--- src/hdl/pio_defines.vh ---
// Register offsets, widths and reset values for the shared parallel port
`ifndef PIO_DEFINES_VH
`define PIO_DEFINES_VH
`define PIO_W            16
`define PIO_AW           4
`define PIO_ZERO         16'h0000
`define PIO_ONES         16'hffff
`define PIO_ADDR_DIR     4'h0
`define PIO_ADDR_PIN     4'h1
`define PIO_ADDR_LAT     4'h2
`define PIO_ADDR_ANA     4'h3
`define PIO_ADDR_IMPL    4'h4
`define PIO_ADDR_ANCAP   4'h5
`define PIO_DIR_RESET    16'hffff
`define PIO_LAT_RESET    16'h0000
`define PIO_ANA_RESET    16'h0000
`endif

--- src/hdl/pad_owner_mux.v ---
// Per-pin ownership multiplexers between peripheral and port
`timescale 1ns/100ps
module pad_owner_mux (
	// Port side
	input  wire [15:0] port_out_i,
	input  wire [15:0] port_oe_i,
	// Peripheral side
	input  wire [15:0] periph_en_i,
	input  wire [15:0] periph_drive_i,
	input  wire [15:0] periph_out_i,
	// Pad side
	output wire [15:0] pad_out_o,
	output wire [15:0] pad_oe_o
);
	wire [15:0] owner;
	// Peripheral owns pad while enabled and driving
	assign owner     = periph_en_i & periph_drive_i;
	assign pad_out_o = (owner & periph_out_i) | (~owner & port_out_i);
	assign pad_oe_o  = owner | (~owner & port_oe_i);
endmodule

--- src/hdl/shared_parallel_io_port.v ---
// Shared parallel I/O port with direction, latch, pin read and analog config
`timescale 1ns/100ps
`include "pio_defines.vh"
module shared_parallel_io_port #(
	parameter [15:0] IMPL_MASK  = 16'hffff,
	parameter [15:0] ANCAP_MASK = 16'h00ff
) (
	// Clock and reset
	input  wire        clk_sys_i,
	input  wire        srst_i,
	// Register port
	input  wire [3:0]  addr_i,
	input  wire [15:0] wdata_i,
	input  wire        wr_i,
	input  wire        rd_i,
	output reg  [15:0] rdata_o,
	// Pad cells
	input  wire [15:0] pad_in_i,
	output reg  [15:0] pad_out_o,
	output reg  [15:0] pad_oe_o,
	// Peripherals
	input  wire [15:0] periph_en_i,
	input  wire [15:0] periph_drive_i,
	input  wire [15:0] periph_out_i,
	// Converter inputs
	output reg  [15:0] analog_sel_o,
	output reg  [15:0] digital_in_o
);
	reg  [15:0] pin_direction_reg;
	reg  [15:0] output_latch_reg;
	reg  [15:0] analog_pin_config_reg;
	reg  [15:0] pin_sample;
	reg  [15:0] next_rdata;
	wire [15:0] mux_out;
	wire [15:0] mux_oe;
	wire [15:0] ana_mode;
	wire [15:0] pin_read_reg;

	function [15:0] impl_only;
		input [15:0] v;
		begin
			impl_only = v & IMPL_MASK;
		end
	endfunction

	// Analog mode on capable pins whose config bit is set
	assign ana_mode = analog_pin_config_reg & ANCAP_MASK;
	// Pin levels, analog pins read as low
	assign pin_read_reg = impl_only(pin_sample & ~ana_mode);

	// Every pin goes through the owner mux
	pad_owner_mux u_mux (
		.port_out_i     (output_latch_reg),
		.port_oe_i      (impl_only(~pin_direction_reg)),
		.periph_en_i    (periph_en_i & IMPL_MASK),
		.periph_drive_i (periph_drive_i),
		.periph_out_i   (periph_out_i),
		.pad_out_o      (mux_out),
		.pad_oe_o       (mux_oe)
	);

	// Register writes
	always @(posedge clk_sys_i) begin
		if (srst_i) begin
			pin_direction_reg     <= impl_only(`PIO_DIR_RESET);
			output_latch_reg      <= `PIO_LAT_RESET;
			analog_pin_config_reg <= `PIO_ANA_RESET;
		end else if (wr_i) begin
			case (addr_i)
				`PIO_ADDR_DIR: pin_direction_reg <= impl_only(wdata_i);
				`PIO_ADDR_PIN: output_latch_reg <= impl_only(wdata_i);
				`PIO_ADDR_LAT: output_latch_reg <= impl_only(wdata_i);
				`PIO_ADDR_ANA: analog_pin_config_reg <= wdata_i & ANCAP_MASK;
				default: ;
			endcase
		end
	end

	// Read mux
	always @* begin
		next_rdata = `PIO_ZERO;
		case (addr_i)
			`PIO_ADDR_DIR:   next_rdata = impl_only(pin_direction_reg);
			`PIO_ADDR_PIN:   next_rdata = pin_read_reg;
			`PIO_ADDR_LAT:   next_rdata = impl_only(output_latch_reg);
			`PIO_ADDR_ANA:   next_rdata = analog_pin_config_reg;
			`PIO_ADDR_IMPL:  next_rdata = IMPL_MASK;
			`PIO_ADDR_ANCAP: next_rdata = ANCAP_MASK;
			default:         next_rdata = `PIO_ZERO;
		endcase
	end

	// Registered outputs and pin sampling
	always @(posedge clk_sys_i) begin
		if (srst_i) begin
			rdata_o      <= `PIO_ZERO;
			pin_sample   <= `PIO_ZERO;
			pad_out_o    <= `PIO_ZERO;
			pad_oe_o     <= `PIO_ZERO;
			analog_sel_o <= `PIO_ZERO;
			digital_in_o <= `PIO_ZERO;
		end else begin
			rdata_o      <= rd_i ? next_rdata : `PIO_ZERO;
			pin_sample   <= pad_in_i;
			pad_out_o    <= mux_out & IMPL_MASK;
			pad_oe_o     <= mux_oe & IMPL_MASK;
			// Converter sees pin only in analog mode
			analog_sel_o <= ana_mode & IMPL_MASK;
			digital_in_o <= pin_read_reg;
		end
	end
endmodule

--- config.mk ---
export PLATFORM = sky130hd
export DESIGN_NAME = shared_parallel_io_port
export DESIGN_NICKNAME = d
export VERILOG_FILES = /design/src/hdl/pad_owner_mux.v /design/src/hdl/shared_parallel_io_port.v
export VERILOG_INCLUDE_DIRS = /design/src /design/src/hdl
export SDC_FILE = /design/constraint.sdc
export NUM_CORES = 1
export LEC_CHECK = 0
export ABC_AREA = 1
export BUFFER_PORTS_ARGS = -buffer_cell sky130_fd_sc_hd__buf_2
export CAP_MARGIN = 30
export CORE_ASPECT_RATIO = 0.9
export CORE_UTILIZATION = 44
export CTS_CLUSTER_SIZE = 16
export DETAILED_ROUTE_END_ITERATION = 8
export HOLD_SLACK_MARGIN = 0.02
export PLACE_DENSITY = 0.75
export SYNTH_ARGS = -nofsm -noshare
export SYNTH_HDL_FRONTEND = slang
export SYNTH_SLANG_ARGS = --single-unit
--- constraint.sdc ---
create_clock -name clk_sys_i -period 1.2 [get_ports clk_sys_i]
set_clock_uncertainty 0.15 [all_clocks]
set_input_delay 0.24 -clock clk_sys_i [delete_from_list [all_inputs] [get_ports clk_sys_i]]
set_output_delay 0.24 -clock clk_sys_i [all_outputs]
set_load 0.05 [all_outputs]
==> flow_summary.yaml <==
outcome:
  status: "finished, violations left"
  failed_checks: "design-rule violations, negative setup slack"
die:
  die_h_um: 100
  fp.dieW_um: 111
  die_area_um2: 11100
  rows: 35
  io_pins: 168
  core_um2: 10300
  start_util_pct: 45.6
logic_synthesis:
  syn_inst: 608
  synth_edf_count: 0
  netlist.area_leader.share_pct: 54.3
  async_reset_ff_share_pct: 0
  netlist_area_um2: 4720
  synthFlopType: "dfxtp_1"
  synth.largest_area_cell: "dfxtp_1"
  synth_warnings: 0
  synth-seq-area-share_pct: 54.3
  synth-seq-cells: 128
  yosysMostFrequentCell: "dfxtp_1"
  synth.avg_cell_area_um2: 7.76
  synth_common_cells: "dfxtp_1 (128), nand2_1 (94), nor2_1 (89), nand3_1 (86), inv_1 (67)"
  ys_types: 20
  synth_top_cells_by_area: "dfxtp_1 (54%), nand3_1 (9.1%), nand2_1 (7.5%)"
clock_network:
  clock_latency_ps: 410
  cts_tree: "done"
  clk_transition_reported_paths_ps: 50
  postCtsSetupRepairBufs: 0
  cts_num_sinks: 128
  numCtsBuffers: 17
  root_buffer: "clkbuf_16"
  clock_path_buffers: 2
  cts_max_level: 4
finish:
  fillers: 682
  post-route-util_pct: 76.4
  synthToLayoutAreaGrowth_pct: 67.4
  finalNetCount: 947
  drive_gt1_share_pct: 33.9
  num_antenna_cells: 0
run:
  drv_cap: 0
placement:
  place.gp.congestion: 0.904
  dp_slack_ps: -284
  dp_hpwl_um: 8610
  placement.io_buffers: 159
worst_setup_path:
  worst-endpoint-arrival_ps: 920
  cp-startpoint: "digital_in_o[3]"
  max_stage_delay_ps: 350
  r2r_cells: 5
  r2r_setup_slack_ps: 160
  cp.required_ps: 810
  cp_num_buf_inv: 1
  crit_path_max_fanout: 1
  r2r_start: "analog_pin_config_reg[5]"
  crit_type: "flop to primary output"
  crit_path_end_kind: "primary output"
  path_delay_family: "flip-flops"
  crit_chain: "buf_8"
  startpoint_type: "flop"
  cp_slowest_cell: "dfxtp_2"
  cp.depth: 1
power_and_ir_drop:
  finalPower_mw: 11.4
  power.share.switching_pct: 24.2
  cell_internal_pwr_mw: 8.68
  pwr_density_cell_nw_per_um2: 1450
  p_sw_mw: 2.77
  combPwrFrac_pct: 13.2
  p_leak_nw: 3.69
  p_clk_share_pct: 47.3
  max-vdd-ir-drop_uv: 1270
  seqPwrFrac_pct: 39.5
grt:
  gr-total-overflow: 0
  use_met3_pct: 9.30
  grt_pass1_wl_um: 22600
  grt_start_max_net_pins: 82
  use_met2_pct: 51.5
  use_met1_pct: 25.3
  grt_util_all_layers_pct: 26.3
  top_usage_layer: "met2"
  grt_pass1_vias: 4899
  antenna_found_initial: 0
timing:
  rsz0062_at_grt: "yes"
  period_share_pct: 109
  setup_tns_ps: -5310
  hold_viol: 0
  fin_hold_ws_ps: 89.4
  finalMaxSlewViolations: 0
  worst_slack_ps: -105
  timing.final.crit_period_ps: 1310
  setup_viol: 72
  fmax_mhz: 766
min_path:
  min_from: "rd_i"
  hp-class: "input port to flop"
  hold_depth: 4
route:
  drc: 20
  drtIter0Drc: 258
  dr_total_vias: 4904
  drtAntennaViolNets: 0
  via_per_inst: 4.90
  routedWlPerCell_um: 14.7
  wl_um: 14700
  dr.pass1.iters: 7
## cell families (layout without fill, tap and decap cells)
logic type / count (synthesis) / count (layout) / share of synthesized area (%)
other: 1 / 8 / 0.0795
AND/OR/NAND/NOR: 284 / 284 / 25.6
flip-flops: 128 / 128 / 54.3
AO/OA/AOI/OAI: 88 / 88 / 10.0
buffers and inverters: 107 / 364 / 9.92
## path summary, 6_finish.rpt
path / to
setup / recovery: digital_in_o[3]
setup reg to reg: rdata_o[5]
hold / removal: rdata_o[15]
hold reg to reg: digital_in_o[14]
## area by class of cell
type	instances	area (um2)	area share (%)
Clock buffer	24	512	6.48
Clock inverter	8	125	1.58
Inverter	68	255	3.23
Multi-Input combinational cell	380	1720	21.8
Sequential cell	128	2650	33.6
Tap cell	129	161	2.04
Timing Repair Buffer	264	2470	31.3
## placed cells by master, fill, tap and decap left out
cell / netlist / layout
nand3_2: 1 / 1
buf_6: 1 / 29
dfxtp_2: 0 / 72
nor2_1: 89 / 89
nor2_2: 4 / 3
nor2_4: 1 / 2
conb_1: 1 / 8
clkbuf_1: 12 / 1
buf_2: 8 / 87
dlygate4sd3_1: 0 / 80
clkbuf_16: 0 / 17
a21oi_1: 59 / 59
o211ai_1: 13 / 13
buf_12: 0 / 6
clkinvlp_4: 0 / 4
o21ai_0: 16 / 16
buf_4: 13 / 19
clkinv_2: 0 / 1
nand2_1: 94 / 93
buf_8: 0 / 43
nor3_1: 8 / 8
nand3_1: 86 / 86
inv_1: 67 / 67
inv_2: 1 / 1
clkbuf_8: 0 / 6
nand2_2: 1 / 2
bufinv_16: 0 / 3
dfxtp_1: 128 / 56
## repair_timing
item | in CTS | in global routing
endpoints found under the hold margin | 78 | 0
gates resized for setup | 237 | 22
endpoints found under the setup margin | 72 | 72
hold buffers | 80 | 0
## metrics by stage
stage / instances / area, um2
after global routing: 1001 / 7900
after global placement: 889 / 5760
after CTS: 1001 / 7820
after floorplan: 615 / 4750
final: 1001 / 7900
after detailed placement: 889 / 5760
## power by group through the flow
stage	combinational (mW)	clock, mW	sequential (mW)
after floorplan	0.462	0	4.85
after detailed placement	1.14	0	4.56
after global routing	1.61	5.70	4.53
after CTS	1.46	5.49	4.51
final	1.51	5.41	4.52
after global placement	1.11	0	4.56
## metal layers
layer / vias to the layer above / part of all wire, %
li1: 2426 / -
met1: 2233 / 36
met2: 218 / 54
met3: 27 / 7.9
met4: 0 / 1.7
met5: - / 0
No activity file was read; power rests on OpenSTA's default activity.
